--- src/pkg/period_timer_pkg.sv ---
// Constants shared by the period-match timer, its bus port and its scalers.
// Assumes a 50 MHz clk that stands in for the oscillator clock.
package period_timer_pkg;
  localparam int ADDR_W = 8;
  localparam int DATA_W = 32;
  //////////////////////////////////////////////////////////////////////////////
  // Register byte offsets
  localparam logic [ADDR_W-1:0] OFF_COUNT = 8'h00;
  localparam logic [ADDR_W-1:0] OFF_PERIOD = 8'h04;
  localparam logic [ADDR_W-1:0] OFF_CONTROL = 8'h08;
  localparam logic [ADDR_W-1:0] OFF_STATUS = 8'h0c;
  localparam logic [ADDR_W-1:0] OFF_MASK = 8'h10;
  localparam logic [ADDR_W-1:0] OFF_STATE = 8'h14;
  //////////////////////////////////////////////////////////////////////////////
  // Control field positions
  localparam int CTL_CKPS_LSB = 0;
  localparam int CTL_ON_BIT = 2;
  localparam int CTL_OUTPS_LSB = 3;
  localparam int CTL_OUTPS_MSB = 6;
  // Status and mask layout
  localparam int FLAG_BIT = 1;
  //////////////////////////////////////////////////////////////////////////////
  // Reset values
  localparam logic [7:0] COUNT_RESET = 8'h00;
  localparam logic [7:0] PERIOD_RESET = 8'hff;
  localparam logic [7:0] CONTROL_RESET = 8'h00;
  localparam logic [7:0] MASK_RESET = 8'h00;
  //////////////////////////////////////////////////////////////////////////////
  // Instruction clock is oscillator over four
  localparam logic [1:0] INSTR_LAST = 2'h3;
  // Prescaler last index per select code
  localparam logic [1:0] CKPS_DIV1 = 2'h0;
  localparam logic [1:0] CKPS_DIV4 = 2'h1;
  localparam logic [3:0] PRE_LAST_DIV1 = 4'h0;
  localparam logic [3:0] PRE_LAST_DIV4 = 4'h3;
  localparam logic [3:0] PRE_LAST_DIV16 = 4'hf;
  //////////////////////////////////////////////////////////////////////////////
  // AXI responses
  localparam logic [1:0] RESP_OKAY = 2'h0;
  localparam logic [1:0] RESP_SLVERR = 2'h2;
endpackage

--- src/pkg/reg_access_if.sv ---
// Register access strobes between the bus port and the timer core.
// Assumes one clock; every strobe lasts a single cycle.
interface reg_access_if;
  logic wrEn;
  logic [period_timer_pkg::ADDR_W-1:0] wrAddr;
  logic [7:0] wrData;
  logic wrLow;
  logic wrOk;
  logic rdEn;
  logic [period_timer_pkg::ADDR_W-1:0] rdAddr;
  logic [7:0] rdData;
  logic rdOk;
  modport port (
    output wrEn, wrAddr, wrData, wrLow, rdEn, rdAddr,
    input wrOk, rdOk, rdData
  );
  modport regs (
    input wrEn, wrAddr, wrData, wrLow, rdEn, rdAddr,
    output wrOk, rdOk, rdData
  );
endinterface

--- src/period_match_timer8.sv ---
// 8-bit period-match timer with prescaler, postscaler and AXI4-Lite registers.
// Assumes clk is the oscillator clock and reset covers every device reset.
//
// Overview of operation
// Counter is clocked from oscillator over four through a 1, 4 or 16 prescaler.
// Prescale select 00 divides by one, 01 by four, 1x by sixteen.
// Counter climbs from zero to the period value, then reloads zero next tick.
// Period register is read/write and resets to all ones.
// Matches pass a 4-bit postscaler whose completion sets the latched match flag.
// Postscale ratio is the control field bits 6-3 plus one.
// Count writes, control writes and reset clear prescaler and postscaler.
// A control write leaves the count value untouched.
// Count register is read/write and resets to zero.
// Counting happens only while the on bit is set.
// Control bit 7 reads zero; other control bits reset to zero.
// Match pulse is offered as the PWM time base.
// Match output goes to the synchronous serial port for its shift clock.
// Serial port match pulse is taken before the postscaler.
// Match flag stays set until software clears it; repeats keep it set.
// Postscaler advances per match and restarts after the selected ratio.
//
// Our own choices: the AXI4-Lite slave port and the register offsets.
module period_match_timer8 (
  // Clock and reset
  input wire logic clk,
  input wire logic reset,
  // AXI4-Lite write address
  input wire logic [period_timer_pkg::ADDR_W-1:0] awaddr,
  input wire logic awvalid,
  output logic awready,
  // AXI4-Lite write data
  input wire logic [period_timer_pkg::DATA_W-1:0] wdata,
  input wire logic [3:0] wstrb,
  input wire logic wvalid,
  output logic wready,
  // AXI4-Lite write response
  output logic [1:0] bresp,
  output logic bvalid,
  input wire logic bready,
  // AXI4-Lite read address
  input wire logic [period_timer_pkg::ADDR_W-1:0] araddr,
  input wire logic arvalid,
  output logic arready,
  // AXI4-Lite read data
  output logic [period_timer_pkg::DATA_W-1:0] rdata,
  output logic [1:0] rresp,
  output logic rvalid,
  input wire logic rready,
  // Interrupt
  output logic irq,
  // Serial port shift clock source
  output logic serialMatchPulse,
  // PWM time base
  output logic pwmPeriodPulse,
  output logic [7:0] pwmCount
);
  import period_timer_pkg::*;

  //////////////////////////////////////////////////////////////////////////////
  // Declarations

  reg_access_if acc ();

  logic [1:0] instrDiv_ff;
  logic [7:0] count_ff;
  logic [7:0] nxt_count;
  logic [7:0] period_ff;
  logic [3:0] outps_ff;
  logic timerOn_ff;
  logic [1:0] ckps_ff;
  logic flag_ff;
  logic nxt_flag;
  logic mask_ff;
  logic irq_ff;
  logic serialMatch_ff;
  logic pwmPulse_ff;
  logic [3:0] preLast;
  logic [3:0] preCount;
  logic [3:0] postCount;
  logic countTick;
  logic flagEvent;
  logic wrHit;
  logic wrCount;
  logic wrPeriod;
  logic wrControl;
  logic wrMask;
  logic rdCount;
  logic rdPeriod;
  logic rdControl;
  logic rdStatus;
  logic rdMask;
  logic rdState;
  logic [7:0] controlView;
  logic [7:0] statusView;
  logic [7:0] maskView;
  logic [7:0] stateView;
  logic [7:0] rdMux;
  logic statusReadClear;
  logic instrTick;
  logic preStep;
  logic scalerClear;
  logic atPeriod;
  logic matchNow;
  logic maskNext;

  //////////////////////////////////////////////////////////////////////////////
  // Bus front end

  axil_reg_port busPort (
    .clk(clk),
    .reset(reset),
    .awaddr(awaddr),
    .awvalid(awvalid),
    .awready(awready),
    .wdata(wdata),
    .wstrb(wstrb),
    .wvalid(wvalid),
    .wready(wready),
    .bresp(bresp),
    .bvalid(bvalid),
    .bready(bready),
    .araddr(araddr),
    .arvalid(arvalid),
    .arready(arready),
    .rdata(rdata),
    .rresp(rresp),
    .rvalid(rvalid),
    .rready(rready),
    .acc(acc.port)
  );

  //////////////////////////////////////////////////////////////////////////////
  // Write decode
  // Registers are one byte wide, so only lane 0 carries data

  assign wrHit = acc.wrEn && acc.wrLow;

  always_comb begin
    wrCount = 1'b0;
    wrPeriod = 1'b0;
    wrControl = 1'b0;
    wrMask = 1'b0;
    if (wrHit) begin
      if (acc.wrAddr == OFF_COUNT) begin
        wrCount = 1'b1;
      end else if (acc.wrAddr == OFF_PERIOD) begin
        wrPeriod = 1'b1;
      end else if (acc.wrAddr == OFF_CONTROL) begin
        wrControl = 1'b1;
      end else if (acc.wrAddr == OFF_MASK) begin
        wrMask = 1'b1;
      end
    end
  end

  // Status and state are read-only; writes there are quietly dropped
  assign acc.wrOk = (acc.wrAddr == OFF_COUNT) || (acc.wrAddr == OFF_PERIOD) ||
                    (acc.wrAddr == OFF_CONTROL) || (acc.wrAddr == OFF_STATUS) ||
                    (acc.wrAddr == OFF_MASK) || (acc.wrAddr == OFF_STATE);

  //////////////////////////////////////////////////////////////////////////////
  // Read decode

  assign rdCount = acc.rdAddr == OFF_COUNT;
  assign rdPeriod = acc.rdAddr == OFF_PERIOD;
  assign rdControl = acc.rdAddr == OFF_CONTROL;
  assign rdStatus = acc.rdAddr == OFF_STATUS;
  assign rdMask = acc.rdAddr == OFF_MASK;
  assign rdState = acc.rdAddr == OFF_STATE;

  // Bit 7 of control has no storage and reads zero
  assign controlView = {1'b0, outps_ff, timerOn_ff, ckps_ff};
  assign statusView = {6'h00, flag_ff, 1'b0};
  assign maskView = {6'h00, mask_ff, 1'b0};
  assign stateView = {postCount, preCount};

  assign acc.rdOk = rdCount || rdPeriod || rdControl || rdStatus || rdMask || rdState;

  // Unmapped addresses read zero so software never sees stale bytes
  always_comb begin
    rdMux = 8'h00;
    if (rdCount) begin
      rdMux = count_ff;
    end else if (rdPeriod) begin
      rdMux = period_ff;
    end else if (rdControl) begin
      rdMux = controlView;
    end else if (rdStatus) begin
      rdMux = statusView;
    end else if (rdMask) begin
      rdMux = maskView;
    end else if (rdState) begin
      rdMux = stateView;
    end
  end

  assign acc.rdData = rdMux;

  // Reading status is how software clears the flag
  // Cleared at acceptance, so a stalled rready cannot clear it twice
  assign statusReadClear = acc.rdEn && rdStatus;

  //////////////////////////////////////////////////////////////////////////////
  // Instruction clock
  // Free running; only the scalers restart on writes, so the first tick after
  // a write may come up to three clocks early

  always_ff @(posedge clk) begin
    if (reset) instrDiv_ff <= 2'h0;
    else instrDiv_ff <= instrDiv_ff + 2'h1;
  end

  assign instrTick = instrDiv_ff == INSTR_LAST;

  //////////////////////////////////////////////////////////////////////////////
  // Prescaler

  // Either code with the upper bit set gives sixteen
  assign preLast = (ckps_ff == CKPS_DIV1) ? PRE_LAST_DIV1 :
                   (ckps_ff == CKPS_DIV4) ? PRE_LAST_DIV4 : PRE_LAST_DIV16;

  // Stopping the instruction ticks here also freezes the prescaler
  assign preStep = instrTick && timerOn_ff;

  // Count and control writes restart both scalers; reset does so inside
  assign scalerClear = wrCount || wrControl;

  event_scaler prescaler (
    .clk(clk),
    .reset(reset),
    .clear(scalerClear),
    .step(preStep),
    .lastIdx(preLast),
    .count(preCount),
    .done(countTick)
  );

  //////////////////////////////////////////////////////////////////////////////
  // Period counter

  assign atPeriod = count_ff == period_ff;
  assign matchNow = countTick && atPeriod;

  // A software write wins over a tick in the same cycle; control writes
  // never touch the count
  assign nxt_count = wrCount ? acc.wrData :
                     matchNow ? COUNT_RESET :
                     countTick ? count_ff + 8'h01 : count_ff;

  always_ff @(posedge clk) begin
    if (reset) count_ff <= COUNT_RESET;
    else count_ff <= nxt_count;
  end

  //////////////////////////////////////////////////////////////////////////////
  // Period register

  always_ff @(posedge clk) begin
    if (reset) period_ff <= PERIOD_RESET;
    else if (wrPeriod) period_ff <= acc.wrData;
  end

  //////////////////////////////////////////////////////////////////////////////
  // Control register

  always_ff @(posedge clk) begin
    if (reset) begin
      outps_ff <= CONTROL_RESET[CTL_OUTPS_MSB:CTL_OUTPS_LSB];
      timerOn_ff <= CONTROL_RESET[CTL_ON_BIT];
      ckps_ff <= CONTROL_RESET[CTL_CKPS_LSB+1:CTL_CKPS_LSB];
    end else if (wrControl) begin
      outps_ff <= acc.wrData[CTL_OUTPS_MSB:CTL_OUTPS_LSB];
      timerOn_ff <= acc.wrData[CTL_ON_BIT];
      ckps_ff <= acc.wrData[CTL_CKPS_LSB+1:CTL_CKPS_LSB];
    end
  end

  //////////////////////////////////////////////////////////////////////////////
  // Postscaler
  // Field value is the last index, so the ratio is the field plus one

  event_scaler postscaler (
    .clk(clk),
    .reset(reset),
    .clear(scalerClear),
    .step(matchNow),
    .lastIdx(outps_ff),
    .count(postCount),
    .done(flagEvent)
  );

  //////////////////////////////////////////////////////////////////////////////
  // Match flag and interrupt
  // A completion landing on the clearing read keeps the flag set

  assign nxt_flag = flagEvent || (flag_ff && !statusReadClear);

  always_ff @(posedge clk) begin
    if (reset) flag_ff <= 1'b0;
    else flag_ff <= nxt_flag;
  end

  always_ff @(posedge clk) begin
    if (reset) mask_ff <= MASK_RESET[FLAG_BIT];
    else if (wrMask) mask_ff <= acc.wrData[FLAG_BIT];
  end

  // Mask write takes effect with the register, so irq never lags the mask
  assign maskNext = wrMask ? acc.wrData[FLAG_BIT] : mask_ff;

  // Built from the next flag value so irq tracks the flag without lag
  always_ff @(posedge clk) begin
    if (reset) irq_ff <= 1'b0;
    else irq_ff <= nxt_flag && maskNext;
  end

  //////////////////////////////////////////////////////////////////////////////
  // Exported match pulses
  // Taken ahead of the postscaler so every match is seen

  always_ff @(posedge clk) begin
    if (reset) begin
      serialMatch_ff <= 1'b0;
      pwmPulse_ff <= 1'b0;
    end else begin
      serialMatch_ff <= matchNow;
      pwmPulse_ff <= matchNow;
    end
  end

  //////////////////////////////////////////////////////////////////////////////
  // Outputs

  assign irq = irq_ff;
  assign serialMatchPulse = serialMatch_ff;
  assign pwmPeriodPulse = pwmPulse_ff;
  assign pwmCount = count_ff;
endmodule

--- src/event_scaler.sv ---
// Clearable event divider: counts step pulses, fires on the last index.
// Assumes step and clear are single-cycle strobes in the clk domain.
module event_scaler (
  // Clock and reset
  input wire logic clk,
  input wire logic reset,
  // Control
  input wire logic clear,
  input wire logic step,
  input wire logic [3:0] lastIdx,
  // State and result
  output logic [3:0] count,
  output logic done
);
  import period_timer_pkg::*;

  logic [3:0] count_ff;
  logic [3:0] nxt_count;

  assign done = step && !clear && (count_ff >= lastIdx);
  // Clear beats a step in the same cycle
  assign nxt_count = clear ? 4'h0 : done ? 4'h0 : step ? count_ff + 4'h1 : count_ff;
  assign count = count_ff;

  always_ff @(posedge clk) begin
    if (reset) count_ff <= 4'h0;
    else count_ff <= nxt_count;
  end
endmodule

--- src/axil_reg_port.sv ---
// AXI4-Lite slave front end turning bus beats into register strobes.
// Assumes one write and one read outstanding; registers sit in the low byte.
module axil_reg_port (
  // Clock and reset
  input wire logic clk,
  input wire logic reset,
  // Write address and data
  input wire logic [period_timer_pkg::ADDR_W-1:0] awaddr,
  input wire logic awvalid,
  output logic awready,
  input wire logic [period_timer_pkg::DATA_W-1:0] wdata,
  input wire logic [3:0] wstrb,
  input wire logic wvalid,
  output logic wready,
  // Write response
  output logic [1:0] bresp,
  output logic bvalid,
  input wire logic bready,
  // Read
  input wire logic [period_timer_pkg::ADDR_W-1:0] araddr,
  input wire logic arvalid,
  output logic arready,
  output logic [period_timer_pkg::DATA_W-1:0] rdata,
  output logic [1:0] rresp,
  output logic rvalid,
  input wire logic rready,
  // Core side
  reg_access_if.port acc
);
  import period_timer_pkg::*;

  logic awready_ff, wready_ff, bvalid_ff, awHeld_ff, wHeld_ff, wLow_ff;
  logic arready_ff, rvalid_ff;
  logic [ADDR_W-1:0] awAddr_ff;
  logic [7:0] wData_ff;
  logic [1:0] bresp_ff, rresp_ff;
  logic [DATA_W-1:0] rdata_ff;
  wire awTake = awvalid && awready_ff;
  wire wTake = wvalid && wready_ff;
  wire doWrite = awHeld_ff && wHeld_ff && !bvalid_ff;
  wire arTake = arvalid && arready_ff;

  assign acc.wrEn = doWrite;
  assign acc.wrAddr = awAddr_ff;
  assign acc.wrData = wData_ff;
  assign acc.wrLow = wLow_ff;
  assign acc.rdEn = arTake;
  assign acc.rdAddr = araddr;
  assign {awready, wready, bvalid, bresp} = {awready_ff, wready_ff, bvalid_ff, bresp_ff};
  assign {arready, rvalid, rresp, rdata} = {arready_ff, rvalid_ff, rresp_ff, rdata_ff};

  //////////////////////////////////////////////////////////////////////////////
  // Address and data may arrive in either order; ready drops until the response
  always_ff @(posedge clk) begin
    if (reset) begin
      {awready_ff, wready_ff, bvalid_ff, awHeld_ff, wHeld_ff, wLow_ff} <= 6'h30;
      awAddr_ff <= '0;
      wData_ff <= 8'h00;
      bresp_ff <= RESP_OKAY;
    end else begin
      if (awTake) {awAddr_ff, awHeld_ff, awready_ff} <= {awaddr, 2'h2};
      else if (doWrite) awHeld_ff <= 1'b0;
      if (wTake) {wData_ff, wLow_ff, wHeld_ff, wready_ff} <= {wdata[7:0], wstrb[0], 2'h2};
      else if (doWrite) wHeld_ff <= 1'b0;
      if (doWrite) {bvalid_ff, bresp_ff} <= {1'b1, acc.wrOk ? RESP_OKAY : RESP_SLVERR};
      else if (bvalid_ff && bready) {bvalid_ff, awready_ff, wready_ff} <= 3'h3;
    end
  end

  //////////////////////////////////////////////////////////////////////////////
  // Read data registered at acceptance, so read side effects fire once
  always_ff @(posedge clk) begin
    if (reset) begin
      {arready_ff, rvalid_ff} <= 2'h2;
      rresp_ff <= RESP_OKAY;
      rdata_ff <= '0;
    end else if (arTake) begin
      {arready_ff, rvalid_ff} <= 2'h1;
      rresp_ff <= acc.rdOk ? RESP_OKAY : RESP_SLVERR;
      rdata_ff <= {24'h000000, acc.rdData};
    end else if (rvalid_ff && rready) begin
      {arready_ff, rvalid_ff} <= 2'h2;
    end
  end
endmodule

--- config.mk ---
export PLATFORM = sky130hd
export DESIGN_NAME = period_match_timer8
export DESIGN_NICKNAME = d
export VERILOG_FILES = /design/src/pkg/period_timer_pkg.sv /design/src/pkg/reg_access_if.sv /design/src/period_match_timer8.sv /design/src/event_scaler.sv /design/src/axil_reg_port.sv
export SDC_FILE = /design/constraint.sdc
export NUM_CORES = 1
export LEC_CHECK = 0
export BUFFER_PORTS_ARGS = -buffer_cell sky130_fd_sc_hd__buf_2
export CORE_MARGIN = 8
export CORE_UTILIZATION = 38
export DETAILED_ROUTE_END_ITERATION = 8
export MAX_ROUTING_LAYER = met4
export PLACE_DENSITY = 0.68
export SLEW_MARGIN = 20
export SYNTH_ARGS = -nofsm -noshare
export SYNTH_HDL_FRONTEND = slang
export SYNTH_SLANG_ARGS = --single-unit
--- constraint.sdc ---
create_clock -name clk -period 5.3 [get_ports clk]
set_clock_uncertainty 0.15 [all_clocks]
set_input_delay 0.265 -clock clk [delete_from_list [all_inputs] [get_ports clk]]
set_output_delay 0.265 -clock clk [all_outputs]
set_load 0.05 [all_outputs]
==> results of run 1 <==
[through the flow]
stage	cells	instance area, um2
after floorplan	467	3710
after global placement	606	3860
after detailed placement	606	3860
after CTS	635	4190
after global routing	635	4190
final	635	4190
[worst max-delay path by stage]
stage | to | slack (ns) | cells after the start
floorplan | postscaler.count[3] | 2.91 | 8
global placement | pwmCount[4] | 2.61 | 5
detailed placement | pwmCount[4] | 2.54 | 5
CTS | pwmCount[4] | 2.53 | 5
global route | pwmCount[4] | 2.39 | 5
finish | pwmCount[4] | 2.51 | 5
[layout make-up]
class,instances,area [um2]
multi-input combinational,330,1920
fill,924,5050
tap,129,161
clock inverter,5,40.0
sequential,71,1420
clock buffer,11,151
inverter,18,67.6
timing repair buffer,71,423
[where the power goes]
part           internal, W  switching [W]  total (W)
Combinational    0.0000409       0.000114   0.000155
Clock             0.000199       0.000218   0.000416
Sequential        0.000550      0.0000164   0.000567
[kinds of logic (layout without fill, tap and decap cells)]
group / after synthesis / in the layout / synth area share
multiplexers: 12 / 12 / 0.0335
AND/OR/NAND/NOR: 170 / 170 / 0.232
flip-flops: 71 / 71 / 0.393
buffers and inverters: 66 / 105 / 0.103
adder cells (fa/ha/maj): 12 / 12 / 0.0415
AO/OA/AOI/OAI: 96 / 96 / 0.163
XOR/XNOR: 14 / 14 / 0.0339
other: 1 / 26 / 0.00104
[synthesized netlist by cell type (all sizes together) (3+ instances only)]
master	count
a21oi	52
inv	18
ha	12
dfxtp	71
o221ai	6
a22oi	6
o21ai	8
clkbuf	12
nor2	29
nor2b	3
nand2	65
nor3	5
mux2i	11
xor2	10
or3	4
buf	36
nand2b	5
nor4	5
or4	4
a31oi	6
and3	4
and2	4
o31ai	3
nand3	34
xnor2	4
[routing by layer]
layer	up-vias	global-route usage	part of all wire	wire length (um)
met1	1517	0.180	0.46	4200
met4	0	0.0551	0.013	116
met2	138	0.229	0.44	4090
li1	1607	-	-	-
met3	16	0.0370	0.086	789
met5	-	-	0	0
[worst max-delay path, cell delays in order (launching register included)]
cell and delay, ns:
dfxtp_1 0.32, or4_4 0.58, nor4_4 0.66, or3_1 0.60
o221a_2 0.31, o31a_1 0.12
[sequential cells by signal, summed over array words and instances, names as in the netlist, 4 cells and up]
| signal | flops |
|---|---|
| busPort.acc.wrAddr | 8 |
| busPort.acc.wrData | 8 |
| busPort.rdata | 8 |
| period_ff | 8 |
| pwmCount | 8 |
| outps_ff | 4 |
| postscaler.count | 4 |
| prescaler.count | 4 |
[cells in the final DEF, fill, tap and decap left out, drive strengths merged, types with 10 or more instances in the layout]
| master | count |
|---|---|
| nor2 | 29 |
| xor2 | 10 |
| nand2 | 65 |
| inv | 20 |
| dlygate4sd3 | 13 |
| conb | 26 |
| nand3 | 34 |
| a21oi | 52 |
| clkbuf | 11 |
| mux2i | 11 |
| buf | 58 |
| dfxtp | 71 |
| ha | 12 |
==> results.md, run 1 <==
* FF-to-FF Start: busPort.acc.wrAddr[6]
* Root buffer cell: clkbuf_8
* RePlAce Congestion at 0.848
* Minimum hold slack at just under 0.02 ns
* Critical path start-end classification: flip-flop to flip-flop
* R2R Setup Slk at 2.51 ns
* Share of the synthesized area in the top cell type at 0.393
* PortBufs at 57
* Hold WC Path Type: input port to flip-flop
* DRC Markers at 0
* Share of flip-flops with an asynchronous set or reset at 0
* Hold EP: busPort.acc.wrAddr[2]
* Detailed Routing Iterations Pass 1 at 5
* Yosys reg bits at 71
* Req. time, crit path at 5.45 ns
* Die H at 114 um
* Via count at 3278
* Clock period minus worst slack at between 2 and 3 ns
* Layout cell share with drive strength beyond 1 at 0.172
* Worst r2r dst: pwmCount[4]
* RSZ-0062 raised after global routing: no
* Die width at 114 um
* H-Tree Depth at 3
* Fin. Hold Viols at 0
* Vias/cell at 5.16
* HPWL Detailed at between 6 and 7 mm
* Worst skew pair latency at 0.35 ns
* CP Capture Type: flip-flop
* Critical path arrival at approximately 3.0 ns
* Drt first-iter violations at between 200 and 250
* Maxcap violations at 0
* Vias in the first global route at 3189
* Cts bufs inserted at 9
* Max Clk Rate at 358 MHz
* Post-CTS setup buffers at 0
* Io pins at approximately 110
* Setup TNS at 0 ns
* Initial antenna violation count at 0
* GRT Resource Usage Total at 0.147
* Final Setup Violations at 0
* Synth Flop Type: dfxtp_1
* Crit share post-route at 0.527
* R2R depth at 5
* Max Buffers Root-to-Sink at 2
* Number of synthesized flops with an enable pin at 0
* Slew HR at 0.378
* Final slew viol count at 0
* Avg Inst Size Synth at 8.19 um2
* Synth warnings at 0
* Global-route wire length before repair at around 15 mm
* Core area at slightly above 9000 um2
* Wire per inst at 14.5 um
* CTS tree: yes
* Post-Route WL at approximately 9.2 mm
* Clock transition at path regs at 0.08 ns
* Mapped Cells at 442
* Overall Power at 0.00114 W
* Power density cells at ~270 nW/um2
* Row cnt at 35
* Static Leak at between 1.5 and 2 nW
* Status: completed
* Cell accounting for the most synthesized area: dfxtp_1
* Critical path launch point: busPort.acc.wrAddr[6]
* CP Launch Type: flip-flop
* Main area contributors after synthesis: dfxtp_1, a21oi_1, nand2_1, buf_4, nand3_1
* Yosys cell types at 53
* ANT cells at 0
* Grt ovf at 0
* CTS Hold Bufs at 13
* Final setup margin at ~2.5 ns
* Largest net degree at the start of global routing at 53
* Maximum fanout along the worst path at 18
* Routed Antenna Nets at 0
* Netlist Area Pre-Place at 3620 um2
* Worst Hold Depth at 3
* Final #Nets at roughly 570
* Place WS at 2.54 ns
* Worst Max-Slew Pin Slew at 0.925 ns
* Synth-to-Final Area Change at 15.6%
* Fin util at 0.453
* Resized cells post-CTS at 0
* Register area share after synthesis at 0.393
* VDD IR max at between 0.15 and 0.2 mV
* Die Footprint at 12900 um2
* Min-Delay Startpoint: awaddr[2]
* CTS Sinks at 71
* Initial core utilization at 0.392
(Power assumes the default switching activity.)
==> run 2: changes to the inputs <==
Settings changed: ABC_AREA set to 1, PLACE_DENSITY 0.68 to 0.67.
Clock period 5.3 ns to 2.7 ns, I/O delays scaled along.
==> run 2 against run 1 <==
Global-route usage is 0.24 points lower. Sequential power is 96% higher. Routed wire length is 0.63% higher. Final area is 9.2% higher. Register-to-register slack worse by 1.9 ns. Sequential share of layout area is 2.9 points lower. Setup slack worse by 1.9 ns. Combinational power is 99% higher. Total power is 99% higher. Non-clock buffer count is 13 higher. Critical endpoint is now postscaler.count[1]. Largest power group unchanged.
==> results.md, run 2 <==
* Status: completed
* Met2 Wirelength at 4.42 mm
* Post-Route WL at 9.26 mm
* Grt ovf at 0
* CTS Sinks at a little over 70
* Final Setup Violations at 0
* Crit path buf inv count at 3
* Cell accounting for the most synthesized area: dfxtp_1
* VDD IR max at between 0.3 and 0.4 mV
* CTS tree: yes
* Post-synthesis mux area share at 0
* ANT cells at 0
* Post-Synth Adder-Cell Area at 0.0388
* Maxcap violations at 0
* Mapped Cells at 529
* Clock transition at path regs at 0.08 ns
* Routed met1 length at about 4.1 mm
* Minimum hold slack at 0.119 ns
* Die width at 117 um
* Netlist Area Pre-Place at 3870 um2
* Root buffer cell: clkbuf_8
* Critical path start-end classification: flip-flop to flip-flop
* Post-Synth Simple-Gate Area at 0.269
* Final #Nets at 677
* Worst skew pair latency at between 0.3 and 0.4 ns
* Core area at 10100 um2
* Via count at 3449
* Fin. Hold Viols at 0
* Top-count cell post-synth: nand2_1
* XOR/XNOR share of the synthesized area at 0.0362
* Number of synthesized flops with an enable pin at 0
* Share of flip-flops with an asynchronous set or reset at 0
* Most common cell after layout, fill and taps aside: nand2_1
* Complex-gate fraction of the synthesized area at 0.141
* Die H at 117 um
* HPWL Detailed at 7.04 mm
* Synth-to-Final Area Change at 18.0%
* CP max stage cell: dfxtp_1
* Cell count along the critical path at 13
* Yosys cell types at 37
* Crit path max-delay family: simple AND/OR/NAND/NOR gates
* RSZ-0062 raised after global routing: no
* Max incr delay on CP at 0.37 ns
* Synth warnings at 0
* RePlAce Congestion at 0.887
* Row cnt at 37
* Yosys reg bits at 71
* Initial antenna violation count at 0
* Initial core utilization at 0.384
* Most frequent cells in the layout: nand2_1, dfxtp_1, inv_1, buf_2, nor2_1
* Drt first-iter violations at 142
* Vias in the first global route at between 3000 and 4000
* Die Footprint at roughly 14000 um2
* Main area contributors after synthesis: dfxtp_1, nand2_1, inv_1, a21oi_1, buf_4
* R2R depth at 13
* Top Metal Used: met4
* Share of the synthesized area in the top cell type at 0.367
* Cells after DPL at 706
* Power density cells at 496 nW/um2
* H-Tree Depth at 3
* Setup TNS at 0 ns
* Worst path cell trace: inv_1 > ha_1 > nand2_1 > inv_1 > nand3_1 > nand3_1 > nand2_1 > nor2_4 > nand2_4 > inv_2 > nand2_1 > nand2_1 > a21oi_1
* Wire per inst at 12.4 um
* Largest net degree at the start of global routing at 26
* Detailed Routing Iterations Pass 1 at 4
* Max Clk Rate at 466 MHz
* CP Capture Type: flip-flop
* Global-route wire length before repair at 15.1 mm
* Non-filler cells, final at 747
* R2R Setup Slk at approximately 0.56 ns
* Req. time, crit path at 2.79 ns
* Worst Max-Slew Pin Slew at 0.612 ns
* Worst r2r dst: postscaler.count[1]
* Io pins at between 100 and 150
* Critical path launch point: ckps_ff[1]
* Cts bufs inserted at 9
* CP Launch Type: flip-flop
* Maximum fanout along the worst path at 11
* Slew HR at 0.591
* Top cells by count, synth: nand2_1, dfxtp_1, inv_1
* Register area share after synthesis at 0.367
* Avg Inst Size Synth at 7.32 um2
* DRC Markers at 0
* Hold WC Path Type: input port to flip-flop
* Crit share post-route at 0.794
* Most frequent cell on the critical path: nand2_1
* Layout cell share with drive strength beyond 1 at 0.187
* Max Buffers Root-to-Sink at 2
* Largest family of logic cells by synthesized area: simple AND/OR/NAND/NOR gates
* Final slew viol count at 0
* Clock period minus worst slack at 2.14 ns
* Synth Flop Type: dfxtp_1
* Vias/cell at 4.62
* Met3 routed WL at around 510 um
* GRT Resource Usage Total at 0.145
* Static Leak at 2.21 nW
* Fillers at 1026
* Critical path arrival at 2.24 ns
* Routed Antenna Nets at 0
* Worst Setup EP: postscaler.count[1]
* FF-to-FF Start: ckps_ff[1]
* PortBufs at 57
run 2: cell count changes in the layout (fill, tap and decap cells not counted), moves of 8 or more:
cell,before,now
o21ai_0,8,33
dlygate4sd3_1,13,25
o211ai_1,1,9
mux2i_1,11,0
a21oi_1,52,43
inv_1,18,63
nand2_1,64,109
nand3_1,34,21
nor2_1,29,47
nand2_2,1,10
run 2: how the worst min path moves through the flow:
| stage | cells after the start | slack, ns | endpoint | start |
|---|---|---|---|---|
| final | 4 | 0.12 | busPort.acc.wrAddr[1] | reset |
| after global routing | 3 | 0.14 | pwmCount[2] | reset |
| after CTS | 3 | 0.11 | pwmCount[2] | reset |
| after detailed placement | 2 | 0.20 | busPort.awready | awvalid |
| after global placement | 2 | 0.19 | busPort.awready | awvalid |
| after floorplan | 1 | 0.09 | busPort.awready | awvalid |
run 2: cell families (layout without fill, tap and decap cells):
| kind of cell | after synthesis | after routing |
|---|---|---|
| xor gates and xnor gates | 16 | 16 |
| buffers and inverters | 112 | 169 |
| and+or+nand+nor | 220 | 220 |
| DFF | 71 | 71 |
| AOI/OAI and AO/OA | 97 | 97 |
| other | 1 | 26 |
| adders and majority gates | 12 | 12 |
run 2: what timing repair did:
item / in CTS / in global routing
hold buffers: 25 / 0
gates resized for setup: 0 / 0
buffers inserted: 0 / 0
hold endpoints to repair: 23 / 0
run 2: stage by stage:
stage	util	setup WS [ns]	total power (W)	cell area, um2
finish	0.453	0.556	0.00227	4570
global route	0.453	0.377	0.00237	4570
CTS	0.453	0.571	0.00228	4570
detailed placement	0.409	0.591	0.00141	4130
global placement	0.409	0.673	0.00141	4130
floorplan	-	0.763	0.00138	3970
run 2: power by group:
group          switching, W  internal (W)  leakage, nW  total, W
Sequential        0.0000260       0.00108        0.579   0.00111
Clock              0.000425      0.000427       0.0956  0.000852
Combinational      0.000222     0.0000868         1.54  0.000309
run 2: routing by layer:
metal  track usage  up-vias
met1         0.164     1560
met3        0.0359       17
li1              -     1791
met5             -        -
met2         0.238       81
met4        0.0631        0
run 2: layout make-up:
class / count / area, um2 / share of cell area
timing repair buffer: 84 / 551 / 0.120
inverter: 69 / 259 / 0.0567
multi-input combinational: 371 / 1970 / 0.432
clock inverter: 7 / 72.6 / 0.0159
sequential: 71 / 1420 / 0.311
clock buffer: 9 / 124 / 0.0271
tap: 136 / 170 / 0.0372
run 2: worst register-to-register path, stage by stage (launching register included):
cell	delay (ns)
dfxtp_1	0.37
inv_1	0.08
ha_1	0.30
nand2_1	0.06
inv_1	0.07
nand3_1	0.07
nand3_1	0.08
nand2_1	0.09
nor2_4	0.19
nand2_4	0.16
inv_2	0.14
nand2_1	0.09
nand2_1	0.14
a21oi_1	0.06
